===== src/pcoc_params.svh =====
// Constants of the synthesizer control and clock output selector.
// Assumes inclusion by its bare name from every file that needs them.
`ifndef PCOC_PARAMS_SVH
`define PCOC_PARAMS_SVH

// ****************************************************************
// Register offsets
// ****************************************************************
`define PCOC_ADDR_CTRL 8'h3d
`define PCOC_ADDR_DIV 8'h3e
`define PCOC_ADDR_STATUS 8'h70

// ****************************************************************
// Control register fields
// ****************************************************************
`define PCOC_SEL_MSB 7
`define PCOC_SEL_LSB 4
`define PCOC_GATE_BIT 3
`define PCOC_PD_BIT 2
`define PCOC_FB_MSB 1
`define PCOC_FB_LSB 0

// ****************************************************************
// Reset values and factors
// ****************************************************************
`define PCOC_CTRL_RESET 8'h00
`define PCOC_DIV_RESET 8'h08
`define PCOC_DIV_MIN 8'h08
`define PCOC_FB_X23 5'h17
`define PCOC_FB_X27 5'h1b
`define PCOC_FB_X28 5'h1c

`endif


===== src/pcoc_pkg.sv =====
// Types shared by the synthesizer control and clock output selector.
// Assumes the constants header is included where offsets are needed.
package pcoc_pkg;

  // Codes of the output source select field.
  typedef enum logic [3:0] {
    SEL_IO = 4'b0000,
    SEL_SYNTH = 4'b0001,
    SEL_LOW = 4'b0010,
    SEL_HIGH = 4'b0011,
    SEL_XTAL = 4'b0100,
    SEL_XTAL_D2 = 4'b0101,
    SEL_XTAL_D4 = 4'b0110,
    SEL_XTAL_D8 = 4'b0111,
    SEL_TMR0 = 4'b1000,
    SEL_TMR1 = 4'b1001,
    SEL_TMR2 = 4'b1010,
    SEL_TMR3 = 4'b1011
  } pcoc_sel_t;

endpackage : pcoc_pkg


===== src/pcoc_clock_output.sv =====
// Synthesizer control registers and the clock output pin selector.
// Assumes an analog loop that multiplies and halves the crystal and
// returns that first-stage clock, and timers on this clock domain.
`include "pcoc_params.svh"

module pcoc_clock_output (
  // Clock and reset.
  input wire logic clock,
  input wire logic reset_n,
  // Register port.
  input wire logic [7:0] regAddr,
  input wire logic [7:0] regWriteData,
  input wire logic regWrite,
  input wire logic regRead,
  output logic [7:0] regReadData,
  // Crystal reference and analog loop.
  input wire logic xtalClockIn,
  input wire logic stageOneClockIn,
  output logic [4:0] feedbackFactor,
  output logic [7:0] outputDivisionFactor,
  output logic synthPowerDown,
  // Timer overflow pulses.
  input wire logic [3:0] timerOverflow,
  // Clock output pin.
  output logic clockOutputPinOut,
  output logic clockOutputPinOe
);

  // ****************************************************************
  // Reset release
  // ****************************************************************

  logic [1:0] rstPipe_r;
  logic rstSync_n;

  // Releases the asynchronous reset through two flip-flops.
  always_ff @(posedge clock or negedge reset_n) begin
    if (!reset_n) begin
      rstPipe_r <= 2'b00;
    end else begin
      rstPipe_r <= {rstPipe_r[0], 1'b1};
    end
  end

  assign rstSync_n = rstPipe_r[1];

  // ****************************************************************
  // Registers
  // ****************************************************************

  logic [7:0] ctrl_r;
  logic [7:0] ctrl_nxt;
  logic [7:0] div_r;
  logic [7:0] div_nxt;
  logic [7:0] readData_r;
  logic [7:0] readData_nxt;
  logic [7:0] statusWord;
  logic [3:0] outputSourceSelect;
  logic outputPinGate;
  logic synthPowerDownBit;

  assign outputSourceSelect = ctrl_r[`PCOC_SEL_MSB:`PCOC_SEL_LSB];
  assign outputPinGate = ctrl_r[`PCOC_GATE_BIT];
  assign synthPowerDownBit = ctrl_r[`PCOC_PD_BIT];

  // Decodes writes and answers reads one cycle later; others read zero.
  always_comb begin
    ctrl_nxt = ctrl_r;
    div_nxt = div_r;
    readData_nxt = 8'h00;
    if (regWrite) begin
      if (regAddr == `PCOC_ADDR_CTRL) begin
        ctrl_nxt = regWriteData;
      end
      if (regAddr == `PCOC_ADDR_DIV) begin
        div_nxt = regWriteData;
      end
    end
    if (regRead) begin
      case (regAddr)
        `PCOC_ADDR_CTRL: readData_nxt = ctrl_r;
        `PCOC_ADDR_DIV: readData_nxt = div_r;
        `PCOC_ADDR_STATUS: readData_nxt = statusWord;
        default: readData_nxt = 8'h00;
      endcase
    end
  end

  // Registers the software-visible state.
  always_ff @(posedge clock or negedge rstSync_n) begin
    if (!rstSync_n) begin
      ctrl_r <= `PCOC_CTRL_RESET;
      div_r <= `PCOC_DIV_RESET;
      readData_r <= 8'h00;
    end else begin
      ctrl_r <= ctrl_nxt;
      div_r <= div_nxt;
      readData_r <= readData_nxt;
    end
  end

  assign regReadData = readData_r;

  // ****************************************************************
  // Analog loop settings
  // ****************************************************************

  logic [4:0] feedback_r;
  logic [4:0] feedback_nxt;
  logic powerDown_r;
  logic [7:0] divOut_r;

  // Maps the feedback field to the loop multiplication factor.
  always_comb begin
    case (ctrl_r[`PCOC_FB_MSB:`PCOC_FB_LSB])
      2'b00: feedback_nxt = `PCOC_FB_X23;
      2'b01: feedback_nxt = `PCOC_FB_X27;
      2'b10: feedback_nxt = `PCOC_FB_X28;
      default: feedback_nxt = `PCOC_FB_X23;
    endcase
  end

  // Drives the loop settings from flip-flops; the loop halves the product.
  always_ff @(posedge clock or negedge rstSync_n) begin
    if (!rstSync_n) begin
      feedback_r <= `PCOC_FB_X23;
      powerDown_r <= 1'b0;
      divOut_r <= `PCOC_DIV_RESET;
    end else begin
      feedback_r <= feedback_nxt;
      powerDown_r <= synthPowerDownBit;
      divOut_r <= div_r;
    end
  end

  assign feedbackFactor = feedback_r;
  assign synthPowerDown = powerDown_r;
  assign outputDivisionFactor = divOut_r;

  // ****************************************************************
  // Input synchronisers
  // ****************************************************************

  // The first-stage clock is only seen correctly while it runs below
  // half the system clock; faster loops need the analog divider path.
  logic [2:0] xtalSync_r;
  logic [2:0] stageSync_r;
  logic xtalRise;
  logic stageRise;

  // Passes both foreign clocks through two flip-flops, then a third for edges.
  always_ff @(posedge clock or negedge rstSync_n) begin
    if (!rstSync_n) begin
      xtalSync_r <= 3'b000;
      stageSync_r <= 3'b000;
    end else begin
      xtalSync_r <= {xtalSync_r[1:0], xtalClockIn};
      stageSync_r <= {stageSync_r[1:0], stageOneClockIn};
    end
  end

  assign xtalRise = xtalSync_r[1] && !xtalSync_r[2];
  assign stageRise = stageSync_r[1] && !stageSync_r[2];

  // ****************************************************************
  // Second stage and crystal dividers
  // ****************************************************************

  logic synthesizedClock;
  logic [2:0] xtalCount_r;
  logic [2:0] xtalCount_nxt;

  // Divides the first-stage clock by the output division factor.
  pcoc_stage_divider u_pcoc_stage_divider (
    .clock(clock),
    .rstSync_n(rstSync_n),
    .enable(!powerDown_r),
    .divisor(div_r),
    .tick(stageRise),
    .synthesizedClock(synthesizedClock)
  );

  // Counts crystal edges; its bits are the crystal divided by 2, 4, 8.
  always_comb begin
    xtalCount_nxt = xtalCount_r;
    if (xtalRise) begin
      xtalCount_nxt = xtalCount_r + 3'b001;
    end
  end

  // Registers the crystal divider.
  always_ff @(posedge clock or negedge rstSync_n) begin
    if (!rstSync_n) begin
      xtalCount_r <= 3'b000;
    end else begin
      xtalCount_r <= xtalCount_nxt;
    end
  end

  // ****************************************************************
  // Timer overflow toggles
  // ****************************************************************

  logic [3:0] toggle_r;

  // One toggle flip-flop per timer, flipping on each overflow pulse.
  genvar t;
  generate
    for (t = 0; t < 4; t++) begin : gTimer
      logic toggleNxt;
      always_comb begin
        toggleNxt = toggle_r[t] ^ timerOverflow[t];
      end
      always_ff @(posedge clock or negedge rstSync_n) begin
        if (!rstSync_n) begin
          toggle_r[t] <= 1'b0;
        end else begin
          toggle_r[t] <= toggleNxt;
        end
      end
    end
  endgenerate

  // ****************************************************************
  // Output pin selector
  // ****************************************************************

  logic pinOut_r;
  logic pinOut_nxt;
  logic pinOe_r;
  logic pinOe_nxt;
  logic srcLevel;

  // Picks the source level named by the select field.
  always_comb begin
    case (outputSourceSelect)
      pcoc_pkg::SEL_SYNTH: srcLevel = synthesizedClock;
      pcoc_pkg::SEL_LOW: srcLevel = 1'b0;
      pcoc_pkg::SEL_HIGH: srcLevel = 1'b1;
      pcoc_pkg::SEL_XTAL: srcLevel = xtalSync_r[1];
      pcoc_pkg::SEL_XTAL_D2: srcLevel = xtalCount_r[0];
      pcoc_pkg::SEL_XTAL_D4: srcLevel = xtalCount_r[1];
      pcoc_pkg::SEL_XTAL_D8: srcLevel = xtalCount_r[2];
      pcoc_pkg::SEL_TMR0: srcLevel = toggle_r[0];
      pcoc_pkg::SEL_TMR1: srcLevel = toggle_r[1];
      pcoc_pkg::SEL_TMR2: srcLevel = toggle_r[2];
      pcoc_pkg::SEL_TMR3: srcLevel = toggle_r[3];
      default: srcLevel = 1'b0;
    endcase
  end

  // Releases the pin at code 0, otherwise drives the gated source.
  always_comb begin
    pinOe_nxt = (outputSourceSelect != pcoc_pkg::SEL_IO);
    pinOut_nxt = pinOe_nxt && outputPinGate && srcLevel;
  end

  // Registers the pin drive.
  always_ff @(posedge clock or negedge rstSync_n) begin
    if (!rstSync_n) begin
      pinOut_r <= 1'b0;
      pinOe_r <= 1'b0;
    end else begin
      pinOut_r <= pinOut_nxt;
      pinOe_r <= pinOe_nxt;
    end
  end

  assign clockOutputPinOut = pinOut_r;
  assign clockOutputPinOe = pinOe_r;

  // Reports pin drive, synthesizer activity and the timer toggles.
  assign statusWord = {pinOut_r, pinOe_r, !powerDown_r, synthesizedClock,
                       toggle_r};

  // ****************************************************************
  // Assertions
  // ****************************************************************

  property p_fbCode10;
    @(posedge clock) disable iff (!rstSync_n)
      (ctrl_r[1:0] == 2'b10) |=> (feedbackFactor == `PCOC_FB_X28);
  endproperty
  a_fbCode10: assert property (p_fbCode10)
    else $error("Feedback code 10 did not give factor 28.");

  property p_fbCode11;
    @(posedge clock) disable iff (!rstSync_n)
      (ctrl_r[1:0] == 2'b11) |=> (feedbackFactor == `PCOC_FB_X23);
  endproperty
  a_fbCode11: assert property (p_fbCode11)
    else $error("Feedback code 11 did not give factor 23.");

  property p_pinReleased;
    @(posedge clock) disable iff (!rstSync_n)
      (ctrl_r[7:4] == 4'h0) |=> !clockOutputPinOe;
  endproperty
  a_pinReleased: assert property (p_pinReleased)
    else $error("Pin was driven while released to I/O.");

  property p_holdLow;
    @(posedge clock) disable iff (!rstSync_n)
      (ctrl_r[7:3] == 5'b00101) |=> (clockOutputPinOe && !clockOutputPinOut);
  endproperty
  a_holdLow: assert property (p_holdLow)
    else $error("Pin not held low for code 2.");

  property p_holdHigh;
    @(posedge clock) disable iff (!rstSync_n)
      (ctrl_r[7:3] == 5'b00111) |=> (clockOutputPinOe && clockOutputPinOut);
  endproperty
  a_holdHigh: assert property (p_holdHigh)
    else $error("Pin not held high for code 3.");

  property p_gateOff;
    @(posedge clock) disable iff (!rstSync_n)
      (!ctrl_r[3] && ctrl_r[7:4] != 4'h0) |=> !clockOutputPinOut;
  endproperty
  a_gateOff: assert property (p_gateOff)
    else $error("Pin showed a clock with the gate closed.");

  property p_timerToggle;
    @(posedge clock) disable iff (!rstSync_n)
      (timerOverflow[1] && ctrl_r[7:3] == 5'b10011)
        |=> ##1 (clockOutputPinOut != $past(clockOutputPinOut));
  endproperty
  a_timerToggle: assert property (p_timerToggle)
    else $error("Timer 1 overflow did not toggle the pin.");

  property p_powerDown;
    @(posedge clock) disable iff (!rstSync_n)
      ctrl_r[2] [*2] |=> (synthPowerDown && !synthesizedClock);
  endproperty
  a_powerDown: assert property (p_powerDown)
    else $error("Synthesizer ran while powered down.");

  property p_divWrite;
    @(posedge clock) disable iff (!rstSync_n)
      (regWrite && regAddr == `PCOC_ADDR_DIV) |=> ##1
        (outputDivisionFactor == $past(regWriteData, 2));
  endproperty
  a_divWrite: assert property (p_divWrite)
    else $error("Division factor write did not reach the loop.");

  property p_divReserved;
    @(posedge clock) disable iff (!rstSync_n)
      (div_r < `PCOC_DIV_MIN) [*2] |-> !synthesizedClock;
  endproperty
  a_divReserved: assert property (p_divReserved)
    else $error("Reserved division factor produced a clock.");

endmodule : pcoc_clock_output


===== src/pcoc_stage_divider.sv =====
// Second synthesizer stage: divides first-stage ticks by a byte factor.
// Assumes tick is a one-cycle pulse on the same clock as this module.
`include "pcoc_params.svh"

module pcoc_stage_divider (
  // Clock and reset.
  input wire logic clock,
  input wire logic rstSync_n,
  // Control.
  input wire logic enable,
  input wire logic [7:0] divisor,
  input wire logic tick,
  // Divided clock level.
  output logic synthesizedClock
);

  logic [7:0] count_r;
  logic [7:0] count_nxt;
  logic level_r;
  logic level_nxt;

  // Counts ticks modulo the divisor; stops when off or reserved factor.
  always_comb begin
    count_nxt = count_r;
    level_nxt = level_r;
    if (!enable || (divisor < `PCOC_DIV_MIN)) begin
      count_nxt = 8'h00;
      level_nxt = 1'b0;
    end else if (tick) begin
      if (count_r >= divisor - 8'h01) begin
        count_nxt = 8'h00;
      end else begin
        count_nxt = count_r + 8'h01;
      end
      level_nxt = (count_nxt < {1'b0, divisor[7:1]});
    end
  end

  // Registers the divider state.
  always_ff @(posedge clock or negedge rstSync_n) begin
    if (!rstSync_n) begin
      count_r <= 8'h00;
      level_r <= 1'b0;
    end else begin
      count_r <= count_nxt;
      level_r <= level_nxt;
    end
  end

  assign synthesizedClock = level_r;

endmodule : pcoc_stage_divider


===== config.mk =====
export PLATFORM = sky130hd
export DESIGN_NAME = pcoc_clock_output
export DESIGN_NICKNAME = d
export VERILOG_FILES = /design/src/pcoc_pkg.sv /design/src/pcoc_clock_output.sv /design/src/pcoc_stage_divider.sv
export VERILOG_INCLUDE_DIRS = /design/src
export SDC_FILE = /design/constraint.sdc
export NUM_CORES = 1
export LEC_CHECK = 0
export BUFFER_PORTS_ARGS = -buffer_cell sky130_fd_sc_hd__buf_4
export CORE_MARGIN = 4
export CORE_UTILIZATION = 51
export CTS_CLUSTER_DIAMETER = 120
export DETAILED_ROUTE_END_ITERATION = 12
export GPL_TIMING_DRIVEN = 0
export PLACE_DENSITY = 0.76
export SETUP_SLACK_MARGIN = 0.4
export SLEW_MARGIN = 25
export SYNTH_ARGS = -nofsm -noshare
export SYNTH_HDL_FRONTEND = slang
export SYNTH_SLANG_ARGS = --single-unit

===== constraint.sdc =====
create_clock -name clock -period 1.8 [get_ports clock]
set_input_delay 0.27 -clock clock [delete_from_list [all_inputs] [get_ports clock]]
set_output_delay 0.27 -clock clock [all_outputs]
set_load 0.02 [all_outputs]

Word level (Yosys, flattened, before mapping)
Cells that the tools add are included.
{ "op_classes": {"n_bitwise": 4, "n_shift": 0, "add_sub_neg": 3, "div_mod_pow": 0, "mul": 0, "n_lt_le_gt_ge": 3, "eq_ne": 15, "mux": 11, "reduce_logical": 12} }
{ "op_table": {"columns": ["cell", "count"], "rows": [
  ["2-to-1 mux 8 bit", 6],
  ["case mux 8 bit (3 select lines)", 1],
  ["== test 4 x 3 -> 1 bit (second input constant)", 4],
  ["== test 4 bit (second input constant)", 4],
  ["== test 8 x 6 -> 1 bit (second input constant)", 2],
  ["case mux 1 bit (10 select lines)", 1],
  ["adder 8 x 1 -> 8 bit (second input constant)", 1],
  ["== test 8 x 7 -> 1 bit (second input constant)", 1],
  [">= comparator 8 bit", 1],
  ["< comparator 8 x 4 -> 1 bit (second input constant)", 1],
  ["< comparator 8 x 7 -> 1 bit", 1],
  ["case mux 4 bit (2 select lines)", 1],
  ["subtractor 8 x 1 -> 8 bit (second input constant)", 1],
  ["== test 4 x 1 -> 1 bit (second input constant)", 1],
  ["== test 4 x 2 -> 1 bit (second input constant)", 1],
  ["logical AND 1 bit", 4],
  ["AND reduction 2 bit", 2],
  ["nonzero test 4 bit", 1],
  ["bitwise XOR 1 bit", 4],
  ["adder 3 x 1 -> 3 bit (second input constant)", 1],
  ["logical NOT 1 bit", 3],
  ["== test 2 x 1 -> 1 bit (second input constant)", 1],
  ["== test 2 bit (second input constant)", 1],
  ["2-to-1 mux 1 bit", 2],
  ["other kinds (2)", 2]
]} }
{ "totals": {"in_bits": 26, "latchBits": 0, "elab_cells": 66, "regBits": 64, "mem_count": 0, "mem_bits_rw": 0, "out_inout_bits": 24, "mem_bits_ro": 0} }

Depth between registers and ports, before layout
Gate-level depths: netlist of the first run.
{ "logic_depth": {"depth_word": 8, "ltp_mapped": 18, "depth_no_buf": 17} }

By module
A second synthesis of the first run with hierarchy kept.
{ "unflattened": {"hier_cells": 296, "area_unflattened_um2": 3432.0} }
{ "by_module_without_submodules": {"columns": ["mod", "cells_per_inst", "seq_area_each_um2", "area_each_um2", "n_inst"], "rows": [
  ["pcoc_clock_output", 159, 1331.3, 2326.0, 1],
  ["pcoc_stage_divider", 137, 225.2, 1106.1, 1]
]} }

Worst setup path after synthesis of the first run
OpenSTA, ideal clock, no wires.
{ "synth_timing": {"kind": "reg-to-reg", "from": "register div_r[0]", "to": "register u_pcoc_stage_divider.level_r, in the netlist u_pcoc_stage_divider.synthesizedClock", "path_stages_with_launch": 19, "slack_ns": -1.274, "required_time_ns": 1.722, "path_buffers": 1, "setup_ns": 0.078, "t_arrival_ns": 2.996, "synth_period_minus_slack_ns": 3.074, "path_cell_list": "dfrtp_1 inv_1 ha_1 nand2_1 nor4_1 xnor2_1 ha_1 nand2_1 nor2_1 a211oi_1 buf_2 nand2_1 nor2_1 ha_1 a21o_1 a21oi_1 nor2_1 nor4_1 o2bb2ai_1"} }
{ "synth_between": {"elab_chain_cells": 8, "elab_cells_between_ends": 11, "classes_between": "1 x add/sub; 3 x order compare; 5 x mux; 2 x reduce/logical"} }
{ "synth_rtl": {"columns": ["item", "line_no", "text"], "rows": [
  ["start, declared", "pcoc_clock_output.sv:53", "logic [7:0] div_r;"],
  ["start signal, assigned", "pcoc_clock_output.sv:93", "div_r <= `PCOC_DIV_RESET;"],
  ["start signal, assigned", "pcoc_clock_output.sv:97", "div_r <= div_nxt;"],
  ["subtractor 8 x 1 -> 8 bit", "pcoc_stage_divider.sv:30", "if (count_r >= divisor - 8'h01) begin"],
  [">= comparator 8 bit", "pcoc_stage_divider.sv:30", null],
  ["2-to-1 mux 8 bit", "pcoc_stage_divider.sv:30", null],
  ["2-to-1 mux 8 bit", "pcoc_stage_divider.sv:29", "end else if (tick) begin"],
  ["2-to-1 mux 8 bit", "pcoc_stage_divider.sv:26", "if (!enable || (divisor < `PCOC_DIV_MIN)) begin"],
  ["< comparator 8 x 7 -> 1 bit", "pcoc_stage_divider.sv:35", "level_nxt = (count_nxt < {1'b0, divisor[7:1]});"],
  ["2-to-1 mux 1 bit", "pcoc_stage_divider.sv:29", null],
  ["2-to-1 mux 1 bit", "pcoc_stage_divider.sv:26", null],
  ["end signal, assigned", "pcoc_stage_divider.sv:46", "level_r <= level_nxt;"],
  ["end, declared", "pcoc_stage_divider.sv:19", "logic level_r;"]
]} }
Parallel ways exist; a longest one is shown, timed or not. The select of a mux whose other input is x is not followed.
A chain may end at the register's enable or synchronous reset.

Final worst setup path of the first run
{ "layout_timing": {"from": "register div_r[1]", "to": "register u_pcoc_stage_divider.level_r, in the netlist u_pcoc_stage_divider.synthesizedClock"} }
The elaborated chain is that of the path after synthesis.

==> results of run 1 <==
-- registers in the layout, summed over array words and instances, names as in the netlist, 2 cells and up --
register	count
ctrl_r	8
div_r	8
outputDivisionFactor	8
regReadData	8
u_pcoc_stage_divider.count_r	8
statusWord	4
feedbackFactor	3
stageSync_r	3
xtalCount_r	3
xtalSync_r	3
rstPipe_r	2
-- through the flow --
stage               cell area, sq um  TNS, ns  total power [mW]
CTS                             4111   -6.984             3.418
detailed placement              3580   -5.552             2.145
global placement                3577   -5.201             2.114
finish                          4175   -7.993             3.449
global route                    4175   -9.131             3.602
floorplan                       3123   -2.700             1.964
-- cell usage after synthesis (all sizes together), types with 2 or more instances --
| master | instances | area, sq um |
|---|---|---|
| a21oi | 13 | 65.06 |
| a22o | 8 | 70.07 |
| a22oi | 8 | 60.06 |
| and2 | 3 | 18.77 |
| and3 | 4 | 26.28 |
| buf | 8 | 51.29 |
| clkbuf | 2 | 8.750 |
| dfrtp | 58 | 1451 |
| dfstp | 4 | 105.1 |
| ha | 19 | 237.7 |
| inv | 18 | 67.56 |
| mux2 | 17 | 191.4 |
| mux4 | 2 | 45.04 |
| nand2 | 16 | 60.06 |
| nand3 | 7 | 52.55 |
| nand4 | 5 | 37.53 |
| nor2 | 24 | 90.09 |
| nor2b | 6 | 37.54 |
| nor3 | 7 | 35.03 |
| nor4 | 7 | 43.79 |
| o211ai | 7 | 52.55 |
| o21a | 3 | 22.52 |
| o21ai | 5 | 32.53 |
| xnor2 | 8 | 70.07 |
| xor2 | 5 | 43.79 |
-- power by group --
group	switching [mW]	total (mW)	internal (mW)	leakage, nW
clock network	0.558	1.19	0.637	0.100
registers	0.142	1.67	1.53	0.798
logic	0.272	0.587	0.315	1.09
total	0.971	3.45	2.48	1.99
-- how the worst max path moves through the flow --
stage | start | endpoint | slack, ns | cells past startpoint
detailed placement | div_r[1] | u_pcoc_stage_divider.synthesizedClock | -1.53 | 18
global placement | div_r[1] | u_pcoc_stage_divider.synthesizedClock | -1.50 | 18
global route | div_r[1] | u_pcoc_stage_divider.synthesizedClock | -1.55 | 16
CTS | div_r[0] | u_pcoc_stage_divider.synthesizedClock | -1.27 | 17
finish | div_r[1] | u_pcoc_stage_divider.synthesizedClock | -1.45 | 17
floorplan | div_r[0] | u_pcoc_stage_divider.synthesizedClock | -1.13 | 18
-- metal layers --
metal,track usage [%],vias up,routed length [microns]
li1,-,1172,-
met1,27.51,1229,3145
met2,36.09,101,3922
met3,4.707,21,516
met4,10.22,0,199
met5,0,-,0
-- cell usage in the layout, fill, tap and decap left out, drive strengths merged, types with 8 or more instances in the layout --
master  netlist  final
buf           8     87
clkbuf        2     12
dfrtp        58     58
ha           19     19
a22oi         8      8
a21oi        13     13
nand2        16     16
mux2         17     17
nor2         24     24
a22o          8      8
inv          18     18
xnor2         8      8
-- cells by family after synthesis --
family / Yosys count / synth area share [%]
adders and majority gates: 19 / 7.721
xor gates and xnor gates: 13 / 3.698
other: 1 / 0.1218
and+or+nand+nor: 86 / 14.91
DFF: 62 / 50.55
muxes: 19 / 7.680
buffers and inverters: 28 / 4.144
AOI/OAI and AO/OA: 49 / 11.17
-- worst max-delay path: stages, from the launching register on --
cell,delay (ns)
dfrtp_2,0.44
buf_6,0.13
nor3_4,0.21
nand3_2,0.14
xnor2_2,0.16
ha_1,0.33
a21oi_2,0.13
nor2_1,0.06
a211oi_2,0.22
buf_4,0.19
nand2_4,0.07
nor2_4,0.11
ha_4,0.21
a21o_1,0.16
a21oi_2,0.11
nor2_1,0.06
nor4_2,0.31
o2bb2ai_1,0.15
-- area by class of cell --
cell class                 count  area [sq um]
buffer                        10         68.82
clock buffer                  10         127.6
clock inverter                 6         62.56
fill                         427          1710
inverter                      18         67.56
multi-input combinational    188          1548
sequential                    62          1570
tap                           75         93.84
timing repair buffer          80         636.9
-- timing repair --
action	4_1_cts	5_1_grt
gates resized for setup	34	10
setup buffers	28	3
endpoints found under the setup margin	10	11
endpoints found under the hold margin	2	0
pin swaps	29	8
gates cloned	0	0
hold buffers	1	0
==> reports/metrics.yaml, run 1 <==
dp_hpwl_mm: 4.768
ctsHtreeMaxLevel: 3
place_inst: 401
viasPerCell: 5.619
track_usage_pct: 21.87
dieArea_sq_um: 7344
finalSetupViolations: 9
die_h_microns: 85.70
relSlewSlack_pct: 49.03
synthCells: 277
max_freq_mhz: 307.3
yosysUniqueCellTypes: 46
postRouteAntennaNets: 0
ys_warn_count: 0
grt_setup_unrepaired: "yes"
cts_max_path_buffers: 2
maxSlewViolCount: 0
timing.rr.start: "div_r[1]"
numCtsBuffers: 9
drc: 0
r2r-end: "u_pcoc_stage_divider.synthesizedClock"
worstHoldEndpoint: "stageSync_r[0]"
netlist_area_sq_um: 3079
cap_violations: 0
leakage_nw: 1.987
holdPathStages: 1
place_ws_ns: -1.528
arrival_ns: 3.53
crit_fanout: 5
vias: 2523
gp_congestion: 0.8178
worst_slew_pin_slew_ns: 0.7645
rows: 28
dr.pass1.iters: 4
synthArstFlopShare_pct: 100.0
p_per_area_nw_per_um2: 826.0
grt_antenna_before_repair: 0
coreArea_sq_um: 5886
rr_worst_depth: 17
avgSynthCellArea_sq_um: 11.12
hold_viol: 0
status: "finished, violations left"
worstSetupPathType: "reg2reg"
yosys_register_bits: 62
crit_path_start_kind: "flop"
drt_iter0_drc: 194
syn_to_final_growth_pct: 35.60
grt-ovfl-total: 0
grt_pass1_vias: 2595
synth_edf_count: 0
clock_latency_ns: 0.35
end_kind: "flop"
path_clk_slew_ns: 0.07
wire_per_inst_microns: 17.34
fin_crit_ns: 3.255
port_buffers: 48
holdCritStartpoint: "stageOneClockIn"
grt_max_degree: 61
synthFlopType: "dfrtp_1"
antenna_cells: 0
skew_ns: 0.01062
hp-class: "in2reg"
start_util_pct: 52.32
timing.final.crit_share_pct: 180.8
nets: 414
die_w_microns: 85.70
fin_hold_ws_ns: 0.03039
final_core_util_pct: 70.94
worstPathRequired_ns: 2.07
wirelength_mm: 7.784
violations: "negative setup slack"
boundaryPins: 50
ff2ff_setup_slack_ns: -1.45
grt_pass1_wl_mm: 12.32
setup_slack_ns: -1.455
drive_gt1_share_pct: 44.92
ys_seq_area_share_pct: 50.55
root_buffer: "clkbuf_8"
stdcell_count: 449
cts_tree: "built"
ir_drop_v: 0.0005235
clkSinkCount: 62
No activity file was read; power rests on OpenSTA's default activity.
==> run 2, diff against run 1 <==
--- a/config.mk
+++ b/config.mk
@@ -8,11 +8,11 @@
 export LEC_CHECK = 0
 export BUFFER_PORTS_ARGS = -buffer_cell sky130_fd_sc_hd__buf_4
 export CORE_MARGIN = 4
-export CORE_UTILIZATION = 51
+export CORE_UTILIZATION = 56
 export CTS_CLUSTER_DIAMETER = 120
 export DETAILED_ROUTE_END_ITERATION = 12
 export GPL_TIMING_DRIVEN = 0
-export PLACE_DENSITY = 0.76
+export PLACE_DENSITY = 0.79
 export SETUP_SLACK_MARGIN = 0.4
 export SLEW_MARGIN = 25
 export SYNTH_ARGS = -nofsm -noshare
==> constraint.sdc (replaced) <==
create_clock -name clock -period 3 [get_ports clock]
set_input_delay 0.45 -clock clock [delete_from_list [all_inputs] [get_ports clock]]
set_output_delay 0.45 -clock clock [all_outputs]
set_load 0.02 [all_outputs]
==> reports/metrics.yaml, run 2 (same netlist as run 1, synthesis figures left out) <==
fin_crit_ns: 3.128
drive_gt1_share_pct: 41.27
clkSinkCount: 62
worstSetupPathType: "reg2reg"
worstPathRequired_ns: 3.21
finalSetupViolations: 1
nets: 401
boundaryPins: 50
cts_max_path_buffers: 2
dr.pass1.iters: 4
coreArea_sq_um: 5205
final_cell_mix: "66 x buf_4, 52 x dfrtp_1, 22 x nor2_1"
max_freq_mhz: 319.7
dieArea_sq_um: 6749
skew_ns: 0.01030
grt_max_degree: 50
grt_pass1_wl_mm: 11.34
layout_commonest_cell: "buf_4"
grt-ovfl-total: 0
root_buffer: "clkbuf_8"
crit_path_start_kind: "flop"
grt_setup_unrepaired: "yes"
p_switching_mw: 0.6014
intPower_mw: 1.403
stdcell_count: 431
dp_hpwl_mm: 4.724
hp-class: "reg2async"
viasPerCell: 5.624
path_clk_slew_ns: 0.08
die_h_microns: 82.15
clockPowerShare_pct: 33.5
port_buffers: 48
drc: 0
wirelength_mm: 7.318
antenna_cells: 0
swShare_pct: 30.00
postRouteAntennaNets: 0
vias: 2424
gp_congestion: 0.8562
fillerInstances: 328
violations: "negative setup slack"
ff_latch_area_sq_um: 1567
leakage_nw: 1.922
arrival_ns: 3.34
wire_per_inst_microns: 16.98
worst_slew_pin_slew_ns: 0.5095
hold_viol: 0
cap_violations: 0
numCtsBuffers: 9
crit_fanout: 5
maxSlewViolCount: 0
track_usage_pct: 23.08
drt_iter0_drc: 144
end_kind: "flop"
timing.final.crit_share_pct: 104.3
power_mw: 2.005
p_per_area_nw_per_um2: 494.2
comb_power_share_pct: 17.2
setup_slack_ns: -0.1277
grt_antenna_before_repair: 0
cts_tree: "built"
die_w_microns: 82.15
grt_pass1_vias: 2293
syn_to_final_growth_pct: 31.74
ir_drop_v: 0.0004095
place_inst: 397
multi_input_area_sq_um: 1554
rows: 26
clock_latency_ns: 0.35
start_util_pct: 59.16
power_frac_seq_pct: 49.3
ctsHtreeMaxLevel: 3
status: "finished, violations left"
setup-tns-final_ns: -0.1277
relSlewSlack_pct: 66.03
place_ws_ns: -0.3605
-- run 2: timing repair --
item	CTS	global route
gates resized for setup	22	12
endpoints found under the hold margin	2	0
setup buffers	16	1
hold buffers	1	0
setup endpoints to repair	1	9
pin swaps	20	9
-- run 2: critical path, cell delays in order (launching register included) --
cell and delay (ns):
dfrtp_2 0.41, inv_2 0.10, nand4_1 0.20, nor4_4 0.21, xnor2_1 0.11, ha_1 0.34, nand4_1 0.13, a31o_2 0.25
buf_6 0.13, nand2_8 0.09, nor2_2 0.05, ha_1 0.32, nand3_2 0.11, nor4_4 0.31, o311ai_2 0.11, o2bb2ai_1 0.13
-- run 2: metal layers --
layer  track usage, %  up-vias  part of all wire, %
met3            4.121       11                  5.8
met2            36.27       80                   50
li1                 -     1144                    -
met4            8.472        0                  1.5
met5                0        -                    0
met1            32.21     1189                   42
-- run 2: worst paths after layout --
check | from | to | slack, ns | cells past startpoint
worst max-delay path | div_r[4] | u_pcoc_stage_divider.synthesizedClock | -0.13 | 15
worst min-delay path | rstPipe_r[1] | u_pcoc_stage_divider.count_r[0] | 0.18 | 0
worst max register to register | div_r[4] | u_pcoc_stage_divider.synthesizedClock | -0.13 | 15
worst min register to register | rstPipe_r[1] | u_pcoc_stage_divider.count_r[0] | 0.18 | 0
max in group asynchronous | rstPipe_r[1] | outputDivisionFactor[3] | 2.28 | 1
min in group clock | xtalClockIn | xtalSync_r[0] | 0.21 | 1
-- run 2: layout make-up --
type                       instances  share of cell area (%)
timing repair buffer              67                   13.14
clock buffer                       9                   3.054
buffer                            10                   1.696
inverter                          18                   1.666
tap                               70                   2.159
sequential                        62                   38.62
clock inverter                     7                   1.357
multi-input combinational        188                   38.31
-- run 2: per-stage QoR --
step,area [sq um],util (%),hold slack [ns]
3_3_place_gp,3561,68.41,0.2329
6_report,4056,77.93,0.1788
4_1_cts,3978,76.42,0.1884
5_1_grt,4056,77.93,0.1962
2_1_floorplan,3113,-,0.1544
3_5_place_dp,3592,69.01,0.1797
-- run 2: power groups by stage --
stage	sequential (mW)	clock [mW]	combinational, mW
floorplan	1.00	0	0.172
detailed placement	1.01	0	0.283
finish	0.988	0.672	0.345
global placement	1.01	0	0.253
global route	0.995	0.716	0.380
CTS	0.986	0.676	0.324
